--- src/logic/acr_unused_none.sv ---
// intentionally minimal: no further logic
`default_nettype none
`default_nettype wire

--- src/logic/acr_pkg.sv ---
// shared constants for the converter control and result register block
`default_nettype none
package acr_pkg;
    // register byte addresses on the bus
    localparam logic [3:0] CONTROL_ADDR   = 4'h0;
    localparam logic [3:0] RESULT_HI_ADDR = 4'h4;
    localparam logic [3:0] RESULT_LO_ADDR = 4'h8;
    localparam logic [3:0] IRQ_STAT_ADDR  = 4'hc;
    localparam logic [3:0] IRQ_MASK_ADDR  = 4'h0;
    localparam logic [4:0] IRQ_MASK_ADDR5 = 5'h10;
    localparam logic [4:0] ADDR_WORD_HI   = 5'h10;
    // control register field positions
    localparam int JUSTIFY_BIT = 7;
    localparam int REFSEL_BIT  = 6;
    localparam int CHAN_MSB    = 4;
    localparam int CHAN_LSB    = 2;
    localparam int GO_BIT      = 1;
    localparam int ON_BIT      = 0;
    localparam logic [7:0] CONTROL_RESET = 8'h00;
    localparam logic [7:0] CONTROL_WMASK = 8'hdf;
    // interrupt status bits
    localparam int IRQ_DONE_BIT = 0;
    localparam int IRQ_TRIG_BIT = 1;
    localparam int IRQ_WIDTH    = 2;
    // conversion timing: fixed conversion time rounded up to whole clock cycles
    localparam int RESULT_WIDTH  = 10;
    localparam int CONV_TIME_NS  = 2000;
    localparam int CLK_PERIOD_NS = 20;
    localparam int CONV_CYCLES   = (CONV_TIME_NS + CLK_PERIOD_NS - 1) / CLK_PERIOD_NS;
    localparam logic [1:0] RESP_OKAY   = 2'h0;
    localparam logic [1:0] RESP_SLVERR = 2'h2;
    typedef enum logic [1:0] {
        ACR_IDLE = 2'b00,
        ACR_CONV = 2'b01,
        ACR_DONE = 2'b10
    } acr_state_type;
endpackage
`default_nettype wire

--- src/logic/acr_justify.sv ---
// justifies a 10-bit result into high and low bytes
`default_nettype none
module acr_justify (
    input  wire logic [9:0] result,
    input  wire logic       rightJustify,
    output logic      [7:0] highByte,
    output logic      [7:0] lowByte
);
    // pick byte layout from the justify select
    always_comb begin
        if (rightJustify) begin
            highByte = {6'h00, result[9:8]};
            lowByte  = result[7:0];
        end else begin
            highByte = result[9:2];
            lowByte  = {result[1:0], 6'h00};
        end
    end
endmodule
`default_nettype wire

--- src/logic/acr_convert.sv ---
// conversion sequencer stand-in: runs a fixed number of cycles, then samples
`default_nettype none
module acr_convert (
    input  wire logic       clk,
    input  wire logic       nrst,
    input  wire logic       start,
    input  wire logic       enable,
    input  wire logic [9:0] sample,
    output logic            busy,
    output logic            done,
    output logic      [9:0] value
);
    localparam int CW = $clog2(acr_pkg::CONV_CYCLES + 1);
    acr_pkg::acr_state_type stateQ, stateD;
    logic [CW-1:0] countQ, countD;
    logic [9:0]    valueQ, valueD;

    // next state; dropping enable aborts a running conversion
    always_comb begin
        stateD = stateQ;
        countD = countQ;
        valueD = valueQ;
        case (stateQ)
            acr_pkg::ACR_IDLE: begin
                if (start && enable) begin
                    stateD = acr_pkg::ACR_CONV;
                    countD = CW'(acr_pkg::CONV_CYCLES - 1);
                end
            end
            acr_pkg::ACR_CONV: begin
                if (!enable) begin
                    stateD = acr_pkg::ACR_IDLE;
                end else if (countQ == '0) begin
                    stateD = acr_pkg::ACR_DONE;
                    valueD = sample;
                end else begin
                    countD = countQ - 1'b1;
                end
            end
            acr_pkg::ACR_DONE: stateD = acr_pkg::ACR_IDLE;
            default:           stateD = acr_pkg::ACR_IDLE;
        endcase
    end

    always_ff @(posedge clk) begin
        if (!nrst) begin
            stateQ <= acr_pkg::ACR_IDLE;
            countQ <= '0;
        end else begin
            stateQ <= stateD;
            countQ <= countD;
        end
        valueQ <= valueD; // no reset: undefined until first conversion
    end

    assign busy  = (stateQ == acr_pkg::ACR_CONV);
    assign done  = (stateQ == acr_pkg::ACR_DONE);
    assign value = valueQ;
endmodule
`default_nettype wire

--- src/logic/acr_top.sv ---
// converter control and result registers behind an axi4-lite slave
//
// Decided for this implementation: the register addresses and the AXI4-Lite register port.
`default_nettype none
module acr_top (
    input  wire logic        clk,
    input  wire logic        nrst,
    input  wire logic [4:0]  s_axi_awaddr,
    input  wire logic        s_axi_awvalid,
    output logic             s_axi_awready,
    input  wire logic [31:0] s_axi_wdata,
    input  wire logic [3:0]  s_axi_wstrb,
    input  wire logic        s_axi_wvalid,
    output logic             s_axi_wready,
    output logic [1:0]       s_axi_bresp,
    output logic             s_axi_bvalid,
    input  wire logic        s_axi_bready,
    input  wire logic [4:0]  s_axi_araddr,
    input  wire logic        s_axi_arvalid,
    output logic             s_axi_arready,
    output logic [31:0]      s_axi_rdata,
    output logic [1:0]       s_axi_rresp,
    output logic             s_axi_rvalid,
    input  wire logic        s_axi_rready,
    input  wire logic        specialTrigger,
    input  wire logic [9:0]  sampleIn,
    output logic             refSourceSel,
    output logic [2:0]       inputChannelSel,
    output logic             converterOn,
    output logic             timerClear,
    output logic             irq
);
    // control register fields
    logic       justifyQ, justifyD;
    logic       refSelQ, refSelD;
    logic [2:0] chanQ, chanD;
    logic       goQ, goD;
    logic       onQ, onD;
    logic [acr_pkg::IRQ_WIDTH-1:0] statQ, statD, maskQ, maskD;
    // bus handshake state
    logic        awHeldQ, awHeldD, wHeldQ, wHeldD;
    logic [4:0]  awAddrQ, awAddrD;
    logic [31:0] wDataQ, wDataD;
    logic [3:0]  wStrbQ, wStrbD;
    logic        bValidQ, bValidD;
    logic [1:0]  bRespQ, bRespD;
    logic        rValidQ, rValidD;
    logic [31:0] rDataQ, rDataD;
    logic [1:0]  rRespQ, rRespD;
    logic        trigSyncQ1, trigSyncQ2, trigPrevQ;
    logic [9:0]  sampleQ1, sampleQ2;
    logic        trigPulse, startConv, convBusy, convDone, doWrite;
    logic [9:0]  convValue;
    logic [7:0]  resHigh, resLow;
    logic [7:0]  ctrlRead;

    // word address decode shared by both channels
    function automatic logic [2:0] decodeAddr(input logic [4:0] a);
        if (a == acr_pkg::IRQ_MASK_ADDR5)
            return 3'h4;
        else if (a >= acr_pkg::ADDR_WORD_HI || a[1:0] != 2'h0)
            return 3'h7;
        else case (a[3:0])
            acr_pkg::CONTROL_ADDR:   return 3'h0;
            acr_pkg::RESULT_HI_ADDR: return 3'h1;
            acr_pkg::RESULT_LO_ADDR: return 3'h2;
            acr_pkg::IRQ_STAT_ADDR:  return 3'h3;
            default:                 return 3'h7;
        endcase
    endfunction

    // trigger pin and analog sample come from outside, so two stages first
    always_ff @(posedge clk) begin
        if (!nrst) begin
            trigSyncQ1 <= 1'b0;
            trigSyncQ2 <= 1'b0;
            trigPrevQ  <= 1'b0;
        end else begin
            trigSyncQ1 <= specialTrigger;
            trigSyncQ2 <= trigSyncQ1;
            trigPrevQ  <= trigSyncQ2;
        end
        sampleQ1 <= sampleIn;
        sampleQ2 <= sampleQ1;
    end
    assign trigPulse = trigSyncQ2 && !trigPrevQ;

    acr_convert u_convert (
        .clk    (clk),
        .nrst   (nrst),
        .start  (startConv),
        .enable (onD), // same-write enable lets go and on start together
        .sample (sampleQ2),
        .busy   (convBusy),
        .done   (convDone),
        .value  (convValue)
    );

    acr_justify u_justify (
        .result       (convValue),
        .rightJustify (justifyQ),
        .highByte     (resHigh),
        .lowByte      (resLow)
    );

    assign ctrlRead = {justifyQ, refSelQ, 1'b0, chanQ, goQ, onQ};
    // built from held flags and live handshakes, never from next values: avoids a loop
    assign doWrite  = (awHeldQ || (s_axi_awvalid && s_axi_awready))
                      && (wHeldQ || (s_axi_wvalid && s_axi_wready)) && !bValidQ;

    // write channel: address and data taken in either order
    always_comb begin
        awHeldD = awHeldQ;
        wHeldD  = wHeldQ;
        awAddrD = awAddrQ;
        wDataD  = wDataQ;
        wStrbD  = wStrbQ;
        bValidD = bValidQ;
        bRespD  = bRespQ;
        if (s_axi_awvalid && s_axi_awready) begin
            awHeldD = 1'b1;
            awAddrD = s_axi_awaddr;
        end
        if (s_axi_wvalid && s_axi_wready) begin
            wHeldD = 1'b1;
            wDataD = s_axi_wdata;
            wStrbD = s_axi_wstrb;
        end
        if (bValidQ && s_axi_bready)
            bValidD = 1'b0;
        if (doWrite) begin
            awHeldD = 1'b0;
            wHeldD  = 1'b0;
            bValidD = 1'b1;
            bRespD  = (decodeAddr(awAddrD) == 3'h7) ? acr_pkg::RESP_SLVERR : acr_pkg::RESP_OKAY;
        end
    end

    // control, go and interrupt state
    always_comb begin
        justifyD  = justifyQ;
        refSelD   = refSelQ;
        chanD     = chanQ;
        onD       = onQ;
        goD       = goQ;
        maskD     = maskQ;
        statD     = statQ;
        startConv = 1'b0;
        if (doWrite && wStrbD[0]) begin
            case (decodeAddr(awAddrD))
                3'h0: begin
                    justifyD = wDataD[acr_pkg::JUSTIFY_BIT];
                    refSelD  = wDataD[acr_pkg::REFSEL_BIT];
                    chanD    = wDataD[acr_pkg::CHAN_MSB:acr_pkg::CHAN_LSB];
                    onD      = wDataD[acr_pkg::ON_BIT];
                    if (wDataD[acr_pkg::GO_BIT] && !goQ)
                        startConv = 1'b1;
                end
                3'h3: statD = statQ & ~wDataD[acr_pkg::IRQ_WIDTH-1:0];
                3'h4: maskD = wDataD[acr_pkg::IRQ_WIDTH-1:0];
                default: ;
            endcase
        end
        // hardware trigger starts a conversion just like software
        if (trigPulse && !goQ) begin
            startConv = 1'b1;
            statD[acr_pkg::IRQ_TRIG_BIT] = 1'b1;
        end
        // go only sticks when the converter is on to run it
        if (startConv && onD)
            goD = 1'b1;
        if (convDone || (goQ && !convBusy && !startConv && !onQ)) begin
            goD = 1'b0;
        end
        if (convDone)
            statD[acr_pkg::IRQ_DONE_BIT] = 1'b1;                       // set wins over clear
    end

    // read channel, one outstanding read
    always_comb begin
        rValidD = rValidQ;
        rDataD  = rDataQ;
        rRespD  = rRespQ;
        if (rValidQ && s_axi_rready)
            rValidD = 1'b0;
        if (s_axi_arvalid && s_axi_arready) begin
            rValidD = 1'b1;
            rRespD  = acr_pkg::RESP_OKAY;
            case (decodeAddr(s_axi_araddr))
                3'h0: rDataD = {24'h000000, ctrlRead};
                3'h1: rDataD = {24'h000000, resHigh};
                3'h2: rDataD = {24'h000000, resLow};
                3'h3: rDataD = {30'h00000000, statQ};
                3'h4: rDataD = {30'h00000000, maskQ};
                default: begin
                    rDataD = 32'h00000000;
                    rRespD = acr_pkg::RESP_SLVERR;
                end
            endcase
        end
    end

    // register everything; control state resets to documented zeros
    always_ff @(posedge clk) begin
        if (!nrst) begin
            justifyQ <= acr_pkg::CONTROL_RESET[acr_pkg::JUSTIFY_BIT];
            refSelQ  <= acr_pkg::CONTROL_RESET[acr_pkg::REFSEL_BIT];
            chanQ    <= acr_pkg::CONTROL_RESET[acr_pkg::CHAN_MSB:acr_pkg::CHAN_LSB];
            goQ      <= acr_pkg::CONTROL_RESET[acr_pkg::GO_BIT];
            onQ      <= acr_pkg::CONTROL_RESET[acr_pkg::ON_BIT];
            statQ   <= '0;
            maskQ   <= '0;
            awHeldQ <= 1'b0;
            wHeldQ  <= 1'b0;
            awAddrQ <= '0;
            wDataQ  <= '0;
            wStrbQ  <= '0;
            bValidQ <= 1'b0;
            bRespQ  <= acr_pkg::RESP_OKAY;
            rValidQ <= 1'b0;
            rDataQ  <= '0;
            rRespQ  <= acr_pkg::RESP_OKAY;
        end else begin
            justifyQ <= justifyD;
            refSelQ  <= refSelD;
            chanQ    <= chanD;
            goQ      <= goD;
            onQ      <= onD;
            statQ    <= statD;
            maskQ    <= maskD;
            awHeldQ  <= awHeldD;
            wHeldQ   <= wHeldD;
            awAddrQ  <= awAddrD;
            wDataQ   <= wDataD;
            wStrbQ   <= wStrbD;
            bValidQ  <= bValidD;
            bRespQ   <= bRespD;
            rValidQ  <= rValidD;
            rDataQ   <= rDataD;
            rRespQ   <= rRespD;
        end
    end

    // timer clear pulse registered so it leaves a flop
    always_ff @(posedge clk) begin
        if (!nrst)
            timerClear <= 1'b0;
        else
            timerClear <= trigPulse && !goQ;
    end

    // ready only while that half of a write is not yet held
    assign s_axi_awready   = !awHeldQ && !bValidQ;
    assign s_axi_wready    = !wHeldQ && !bValidQ;
    assign s_axi_bvalid    = bValidQ;
    assign s_axi_bresp     = bRespQ;
    assign s_axi_arready   = !rValidQ;
    assign s_axi_rvalid    = rValidQ;
    assign s_axi_rdata     = rDataQ;
    assign s_axi_rresp     = rRespQ;
    assign refSourceSel    = refSelQ;
    assign inputChannelSel = chanQ;
    assign converterOn     = onQ;
    assign irq             = |(statQ & maskQ);
endmodule
`default_nettype wire

--- config.mk ---
export PLATFORM = sky130hd
export DESIGN_NAME = acr_top
export DESIGN_NICKNAME = d
export VERILOG_FILES = /design/src/logic/acr_unused_none.sv /design/src/logic/acr_pkg.sv /design/src/logic/acr_justify.sv /design/src/logic/acr_convert.sv /design/src/logic/acr_top.sv
export SDC_FILE = /design/constraint.sdc
export NUM_CORES = 1
export LEC_CHECK = 0
export ABC_CLOCK_PERIOD_IN_PS = 3000
export BUFFER_PORTS_ARGS = -buffer_cell sky130_fd_sc_hd__buf_2
export CORE_UTILIZATION = 50
export CTS_BUF_LIST = sky130_fd_sc_hd__clkbuf_16
export DETAILED_ROUTE_END_ITERATION = 10
export PLACE_DENSITY = 0.84
export SETUP_SLACK_MARGIN = 0.1
export SYNTH_ARGS = -nofsm -noshare
export SYNTH_HDL_FRONTEND = slang
export SYNTH_SLANG_ARGS = --single-unit
--- constraint.sdc ---
create_clock -name clk -period 3 [get_ports clk]
set_clock_uncertainty 0.05 [all_clocks]
set_input_delay 0.3 -clock clk [delete_from_list [all_inputs] [get_ports clk]]
set_output_delay 0.3 -clock clk [all_outputs]
set_load 0.02 [all_outputs]
==> qor.txt, run 1 <==
CLOCKING
----------------------------------------------------------------------------------
Hold buffer count at cts                                                         0
Number of sinks on the clock net                                                81
Cell at the root of the clock tree                                    sky130_fd_sc_hd__clkbuf_16
Post-CTS Resized                                                                 0
Clock-pin slew on the worst setup and hold paths                           0.06 ns
Post-CTS Setup Bufs                                                              0
Number of clock buffers inserted by TritonCTS                                    9
CTS tree                                                                      done
Maximum buffer depth of the clock tree                                           2
Source-to-sink clock delay at the later pin of the worst-skew pair         0.33 ns
Number of levels in the clock H-tree                                             3

TIMING
----------------------------------------------------------------------------------
Worst-case headroom to the max-slew limit                                    56.2%
RSZ-0062 raised after global routing                                            no
Count of final max-slew check failures                                           0
Maximum clock frequency                                                    426 MHz
Slew at the pin closest to its max-slew limit                             0.657 ns
Setup TNS                                                                     0 ns
Time the final worst path needs with I/O delays and setup                  2.35 ns
Fraction of the cycle the final worst path needs                             78.3%
Final number of hold-violating endpoints                                         0
Setup-violating endpoint count in the final report                               0
Post-layout worst setup margin                                            0.650 ns

SETUP PATH
----------------------------------------------------------------------------------
Worst path buffer plus inverter count                                            1
Arrival @ worst endpoint                                                   2.34 ns
Depth of the most critical reg-to-reg path                                       6
Series of cell instances along the critical path                      nor4_1 -> a22oi_1 -> nor3_4 -> o21ai_1 -> nor3_1 -> buf_4
Start of the worst register-to-register path                          awAddrQ[0]$_SDFF_PN0_
Worst Path Class, Setup                                               register to register
Cell family with most CP delay                                        simple AND/OR/NAND/NOR gates
Maximum single-stage delay on the critical path                            0.47 ns
Critical Path Sink Type                                                   register
Levels on crit path                                                              6
Required time at the worst-slack endpoint                                  2.99 ns
Highest fanout seen on the critical path                                        11
Slowest-stage cell, CP                                                sky130_fd_sc_hd__nor3_4
Startpoint type of the worst setup path                                   register
Crit. Startpoint                                                      awAddrQ[0]$_SDFF_PN0_

PLACE
----------------------------------------------------------------------------------
Pre-CTS worst setup slack                                                 0.507 ns
Routability congestion estimate from global placement                        0.831
Total placed instance area                                            0.00358 sq mm
DPL Wire Length                                                            4640 um
Count of input and output buffers                                               57

MIN PATH
----------------------------------------------------------------------------------
Worst hold start                                                       sampleIn[4]
Class of the tightest hold or removal check                           primary input to register
Hold Path Stages                                                                 1

FINISH
----------------------------------------------------------------------------------
Layout net count                                                               461
Antenna diodes                                                                   0
Utilization after layout                                                     60.9%
Non-Filler Cell Area, Final                                           0.00389 sq mm
Signed area change from the synthesized netlist to the final layout          17.2%
Fraction of final layout cells with drive strength greater than 1            22.3%

DETAILED ROUTING
----------------------------------------------------------------------------------
Initial DRC Count                                                              185
First drt pass iteration count                                                   4
Number of nets with antenna violations after detailed routing                    0
Via count                                                                     2550
Post-detailed-route DRC marker count                                             0
WL/cell                                                                    13.8 um
Sum of routed wire length over all layers                                  6590 um
Via count normalized by instance count                                        5.35

GLOBAL ROUTING
----------------------------------------------------------------------------------
Vias in the first global route                                                2329
Combined global-route utilization of all metal layers                        19.4%
Global-route wire length before repair                                    10700 um
Maximum number of pins on one net before global-route repair                    32
Number of antenna violations at the first check in global routing                0
Leftover overflow at the end of global routing                                   0

PWR
----------------------------------------------------------------------------------
Gate power share                                                              9.7%
Lkg Pwr                                                                    1.61 nW
Overall power consumption                                                  2.53 mW
Clock network power share                                                    44.1%
Power density over the cells                                           650 mW/mm^2
Switching power                                                           0.638 mW
Part of the power in registers                                               46.2%
Internal Dissipation                                                       1.89 mW
Max rail drop VDD                                                           426 uV
Fraction of power spent switching nets                                       25.3%

SYNTHESIS
----------------------------------------------------------------------------------
Netlist Area Pre-Place                                                0.00332 sq mm
Portion of the post-synthesis area used by sequential elements               51.9%
YS warnings                                                                      0
#FFs+latches synth                                                              81
Post-Synthesis Mean Instance Area                                       9.96 sq um
Count of flip-flops with a built-in enable after synthesis                      10
Top flip-flop cell by instance count after synthesis                  sky130_fd_sc_hd__dfxtp_1
Distinct cell type count of the synthesized netlist                             53
Cell count after synthesis                                                     333
Post-synth ARST share                                                           0%

STATUS
----------------------------------------------------------------------------------
Run status                                                               completed

DIE
----------------------------------------------------------------------------------
Die extent in x                                                            83.5 um
I/O pin count                                                                  112
Height of the die                                                          83.5 um
Area enclosed by the die boundary                                     0.00696 sq mm
Cell Rows                                                                       29
Initial Util                                                                 51.9%
Area of the core                                                      0.00639 sq mm

JOB
----------------------------------------------------------------------------------
Number of max-cap violations                                                     0

==> area by class of cell <==
cell class / count / area (sq um)
Multi-Input combinational cell: 233 / 1410
Fill cell: 536 / 2500
Clock buffer: 9 / 225
Sequential cell: 81 / 1720
Clock inverter: 7 / 83.8
Inverter: 7 / 26.3
Tap cell: 77 / 96.3
Timing Repair Buffer: 63 / 330
==> worst paths after layout <==
path / to / slack, ns
worst max-delay path: u_convert.value[9]$_DFFE_PP_ / 0.65
worst min-delay path: sampleQ1[4]$_DFF_P_ / 0.01
worst max register to register: u_convert.value[9]$_DFFE_PP_ / 0.65
worst min register to register: sampleQ2[1]$_DFF_P_ / 0.28
==> routing by layer <==
layer  global-route usage [%]  up-vias  share of wire (%)
li1                         -     1256                  -
met1                     24.0     1184                 44
met2                     31.4       98                 49
met3                     4.45       12                5.6
met4                     10.9        0                1.8
met5                        0        -                  0
==> worst register-to-register path, stage by stage (launching register included) <==
cell and delay [ns]:
sky130_fd_sc_hd__dfxtp_1 0.33, sky130_fd_sc_hd__nor4_1 0.36, sky130_fd_sc_hd__a22oi_1 0.24, sky130_fd_sc_hd__nor3_4 0.47
sky130_fd_sc_hd__o21ai_1 0.16, sky130_fd_sc_hd__nor3_1 0.21, sky130_fd_sc_hd__buf_4 0.22
==> logic make-up (layout without fill, tap and decap cells) <==
family                   after synthesis  count (layout)  synth area share [%]
AND/OR/NAND/NOR                      111             111                  17.2
multiplexers                          22              22                  6.94
buffers and inverters                 44              86                  8.56
AO/OA/AOI/OAI                         70              70                  14.0
adder cells (fa/ha/maj)                2               2                 0.754
other                                  1              26                 0.113
flip-flops                            81              81                  51.9
XOR/XNOR                               2               2                 0.528
==> power groups by stage <==
stage	logic (mW)	clock network [mW]	registers [mW]
final	0.245	1.11	1.17
after global routing	0.269	1.17	1.17
after CTS	0.245	1.13	1.17
after detailed placement	0.242	0	1.19
after global placement	0.236	0	1.19
after floorplan	0.191	0	1.19
==> sequential cells by signal (all words and copies together), names as in the netlist, 3 cells and up <==
| name | flops |
|---|---|
| sampleQ1 | 10 |
| inputChannelSel | 3 |
| u_convert.countQ | 7 |
| awAddrQ | 5 |
| s_axi_rdata | 8 |
| u_convert.value | 10 |
| sampleQ2 | 10 |
| wDataQ | 7 |
==> synthesized netlist by cell type, types with 4 or more instances <==
master | count | area (sq um)
sky130_fd_sc_hd__or3_1 | 5 | 31.3
sky130_fd_sc_hd__and2_1 | 6 | 37.5
sky130_fd_sc_hd__a21oi_1 | 22 | 110
sky130_fd_sc_hd__buf_4 | 27 | 203
sky130_fd_sc_hd__nor2_1 | 43 | 161
sky130_fd_sc_hd__dfxtp_1 | 71 | 1420
sky130_fd_sc_hd__a21o_1 | 4 | 30.0
sky130_fd_sc_hd__nor3_1 | 9 | 45.0
sky130_fd_sc_hd__edfxtp_1 | 10 | 300
sky130_fd_sc_hd__mux2i_1 | 18 | 180
sky130_fd_sc_hd__o21ai_0 | 10 | 50.1
sky130_fd_sc_hd__nor4_1 | 4 | 25.0
sky130_fd_sc_hd__a211oi_1 | 10 | 75.1
sky130_fd_sc_hd__nand3b_1 | 4 | 30.0
sky130_fd_sc_hd__inv_1 | 6 | 22.5
sky130_fd_sc_hd__clkbuf_1 | 6 | 22.5
sky130_fd_sc_hd__nand2b_1 | 5 | 31.3
sky130_fd_sc_hd__nand2_1 | 18 | 67.6
sky130_fd_sc_hd__a22oi_1 | 5 | 37.5
==> metrics by stage <==
step,instances,hold WS [ns]
CTS,477,0.00523
global placement,461,0.260
floorplan,358,0.260
detailed placement,461,0.262
global route,477,0.00370
finish,477,0.0127
==> cells in the final DEF (no fill, tap or decap), drive strengths merged, types with 3 or more instances in the layout <==
master,instances
a22oi,5
o21ai,12
clkinv,3
edfxtp,10
or3,5
buf,63
nor3,10
mux2i,20
nor2,43
nand2,18
a21oi,22
a21o,4
clkbuf,9
and2,6
nand2b,5
conb,26
nand3b,4
nor3b,5
a211oi,10
dfxtp,71
nand3,3
inv,9
nor4,4
Note: power is estimated with default switching activity, not from simulation.
==> run 2, diff against run 1 <==
--- a/config.mk
+++ b/config.mk
@@ -5,12 +5,12 @@
 export SDC_FILE = /design/constraint.sdc
 export NUM_CORES = 1
 export LEC_CHECK = 0
-export ABC_CLOCK_PERIOD_IN_PS = 3000
+export ABC_CLOCK_PERIOD_IN_PS = 1900
 export BUFFER_PORTS_ARGS = -buffer_cell sky130_fd_sc_hd__buf_2
-export CORE_UTILIZATION = 50
+export CORE_UTILIZATION = 45
 export CTS_BUF_LIST = sky130_fd_sc_hd__clkbuf_16
 export DETAILED_ROUTE_END_ITERATION = 10
-export PLACE_DENSITY = 0.84
+export PLACE_DENSITY = 0.81
 export SETUP_SLACK_MARGIN = 0.1
 export SYNTH_ARGS = -nofsm -noshare
 export SYNTH_HDL_FRONTEND = slang
==> constraint.sdc (replaced) <==
create_clock -name clk -period 1.9 [get_ports clk]
set_clock_uncertainty 0.05 [all_clocks]
set_input_delay 0.19 -clock clk [delete_from_list [all_inputs] [get_ports clk]]
set_output_delay 0.19 -clock clk [all_outputs]
set_load 0.02 [all_outputs]
==> run 2 against run 1 <==
  * The flow now finishes with violations (setup timing)
  * Hold slack got worse by 0.0097 ns
  * First-iteration DRC count increased by 6.5%
  * Cell area increased by 23%
  * Non-clock buffer count increased by 65
  * Maximum frequency increased by 16%
  * Critical path depth increased by 2
  * Power increased by 61%
  * Worst setup slack got worse by 0.77 ns
  * Largest cell class unchanged
==> qor.txt, run 2 (same netlist as run 1, synthesis figures left out) <==
MIN PATH
-------------------------------------------------------------------------------------
Worst hold start                                                         specialTrigger
Class of the tightest hold or removal check                              primary input to register
Hold Path Stages                                                                    2

DIE
-------------------------------------------------------------------------------------
Cell Rows                                                                          30
Initial Util                                                                    47.8%
Area of the core                                                         0.00694 sq mm
Die extent in x                                                               87.9 um
I/O pin count                                                                     112
Height of the die                                                             87.9 um
Area enclosed by the die boundary                                        0.00772 sq mm

TIMING
-------------------------------------------------------------------------------------
Fraction of the cycle the final worst path needs                                 106%
Post-layout worst setup margin                                              -0.121 ns
Maximum clock frequency                                                       495 MHz
Setup TNS                                                                    -1.67 ns
RSZ-0062 raised after global routing                                              yes
Count of final max-slew check failures                                              0
Final number of hold-violating endpoints                                            0
Worst-case headroom to the max-slew limit                                       64.3%
Worst hold slack                                                           0.00295 ns
Time the final worst path needs with I/O delays and setup                     2.02 ns
Setup-violating endpoint count in the final report                                 20
Slew at the pin closest to its max-slew limit                                0.532 ns

SETUP PATH
-------------------------------------------------------------------------------------
Startpoint type of the worst setup path                                      register
Worst Path Class, Setup                                                  register to register
Arrival @ worst endpoint                                                      2.03 ns
Highest fanout seen on the critical path                                            5
Required time at the worst-slack endpoint                                     1.91 ns
Critical Path Sink Type                                                      register
Start of the worst register-to-register path                             awAddrQ[1]$_SDFF_PN0_
Depth of the most critical reg-to-reg path                                          8
Crit. Startpoint                                                         awAddrQ[1]$_SDFF_PN0_

FINISH
-------------------------------------------------------------------------------------
Number of fillers in the final layout                                             485
Antenna diodes                                                                      0
Layout net count                                                                  526
Signed area change from the synthesized netlist to the final layout             43.8%
Non-Filler Cell Area, Final                                              0.00477 sq mm
Utilization after layout                                                        68.7%
Most used cells in the layout excluding fill and tap cells               sky130_fd_sc_hd__dfxtp_1 (67), sky130_fd_sc_hd__buf_2 (57), sky130_fd_sc_hd__buf_4 (46), sky130_fd_sc_hd__nor2_1 (41), sky130_fd_sc_hd__conb_1 (26)
Fraction of final layout cells with drive strength greater than 1               38.5%
Most frequent standard cell in the layout excluding fill and tap cells   sky130_fd_sc_hd__dfxtp_1

CLOCKING
-------------------------------------------------------------------------------------
Source-to-sink clock delay at the later pin of the worst-skew pair            0.34 ns
Maximum buffer depth of the clock tree                                              2
Clock-pin slew on the worst setup and hold paths                              0.06 ns
Number of clock buffers inserted by TritonCTS                                       9
Number of levels in the clock H-tree                                                3
CTS tree                                                                         done
Number of sinks on the clock net                                                   81
Cell at the root of the clock tree                                       sky130_fd_sc_hd__clkbuf_16

GLOBAL ROUTING
-------------------------------------------------------------------------------------
Number of antenna violations at the first check in global routing                   0
Vias in the first global route                                                   2755
Leftover overflow at the end of global routing                                      0
Maximum number of pins on one net before global-route repair                       24
Global-route wire length before repair                                       12900 um
Combined global-route utilization of all metal layers                           22.3%

DETAILED ROUTING
-------------------------------------------------------------------------------------
Via count normalized by instance count                                           5.23
WL/cell                                                                       15.7 um
First drt pass iteration count                                                      5
Sum of routed wire length over all layers                                     8810 um
Number of nets with antenna violations after detailed routing                       0
Via count                                                                        2935
Post-detailed-route DRC marker count                                                0
Initial DRC Count                                                                 197

PWR
-------------------------------------------------------------------------------------
Fraction of power spent switching nets                                          26.8%
Clock network power share                                                       39.4%
Gate power share                                                                15.3%
Lkg Pwr                                                                       2.02 nW
Power density over the cells                                              855 mW/mm^2
Max rail drop VDD                                                              443 uV
Internal Dissipation                                                          2.99 mW
Part of the power in registers                                                  45.3%
Switching power                                                               1.09 mW

PLACE
-------------------------------------------------------------------------------------
Total placed instance area                                               0.00401 sq mm
DPL Wire Length                                                               5170 um
Count of input and output buffers                                                  57
Routability congestion estimate from global placement                           0.860

STATUS
-------------------------------------------------------------------------------------
Run status                                                               finished, violations left
Failing checks                                                           setup timing

JOB
-------------------------------------------------------------------------------------
Number of max-cap violations                                                        0

run 2: repair_timing:
item                                    in CTS  in global routing
gates resized for setup                     33                 19
hold buffers                                11                  0
endpoints found under the setup margin      25                 29
pin swaps                                   14                  8
cloned                                       1                  1
hold endpoints to repair                    11                  0
setup buffers                                9                  4
run 2: critical path: stages, from the launching register on:
cell,delay (ns)
sky130_fd_sc_hd__dfxtp_2,0.34
sky130_fd_sc_hd__nor4_4,0.31
sky130_fd_sc_hd__a22oi_2,0.12
sky130_fd_sc_hd__nor3_4,0.31
sky130_fd_sc_hd__buf_12,0.16
sky130_fd_sc_hd__o21ai_4,0.06
sky130_fd_sc_hd__nor3_4,0.12
sky130_fd_sc_hd__buf_6,0.15
sky130_fd_sc_hd__buf_16,0.11
run 2: metrics by stage:
| stage | instances | total power, mW | setup WS, ns |
|---|---|---|---|
| 2_1_floorplan | 358 | 2.21 | -0.228 |
| 3_3_place_gp | 520 | 2.35 | -0.156 |
| 3_5_place_dp | 520 | 2.37 | -0.171 |
| 4_1_cts | 556 | 4.03 | -0.0976 |
| 5_1_grt | 561 | 4.22 | -0.219 |
| 6_report | 561 | 4.08 | -0.121 |
run 2: power by group through the flow:
stage / logic (mW) / clock network [mW] / registers, mW
after global routing: 0.669 / 1.70 / 1.85
after floorplan: 0.323 / 0 / 1.89
after global placement: 0.484 / 0 / 1.87
after detailed placement: 0.496 / 0 / 1.87
final: 0.623 / 1.61 / 1.85
after CTS: 0.571 / 1.62 / 1.84
run 2: final cells by class:
class                           instances  area [sq um]  share of cell area (%)
Sequential cell                        81          1730                    36.3
Clock buffer                            9           225                    4.72
Clock inverter                          7          52.6                    1.10
Tap cell                               96           120                    2.52
Inverter                                7          26.3                   0.551
Multi-Input combinational cell        233          1660                    34.8
Timing Repair Buffer                  128           953                    20.0
run 2: worst paths after layout:
path | endpoint | slack, ns
max | u_convert.value[3]$_DFFE_PP_ | -0.12
min | trigSyncQ1$_SDFF_PN0_ | 0.003
max reg2reg | u_convert.value[3]$_DFFE_PP_ | -0.12
min reg2reg | sampleQ2[0]$_DFF_P_ | 0.28
run 2: per-layer routing:
metal / GRT usage (%) / part of all wire (%)
met3: 4.81 / 6.2
met4: 10.7 / 3.6
met5: 0 / 0
met1: 25.9 / 41
met2: 39.1 / 49
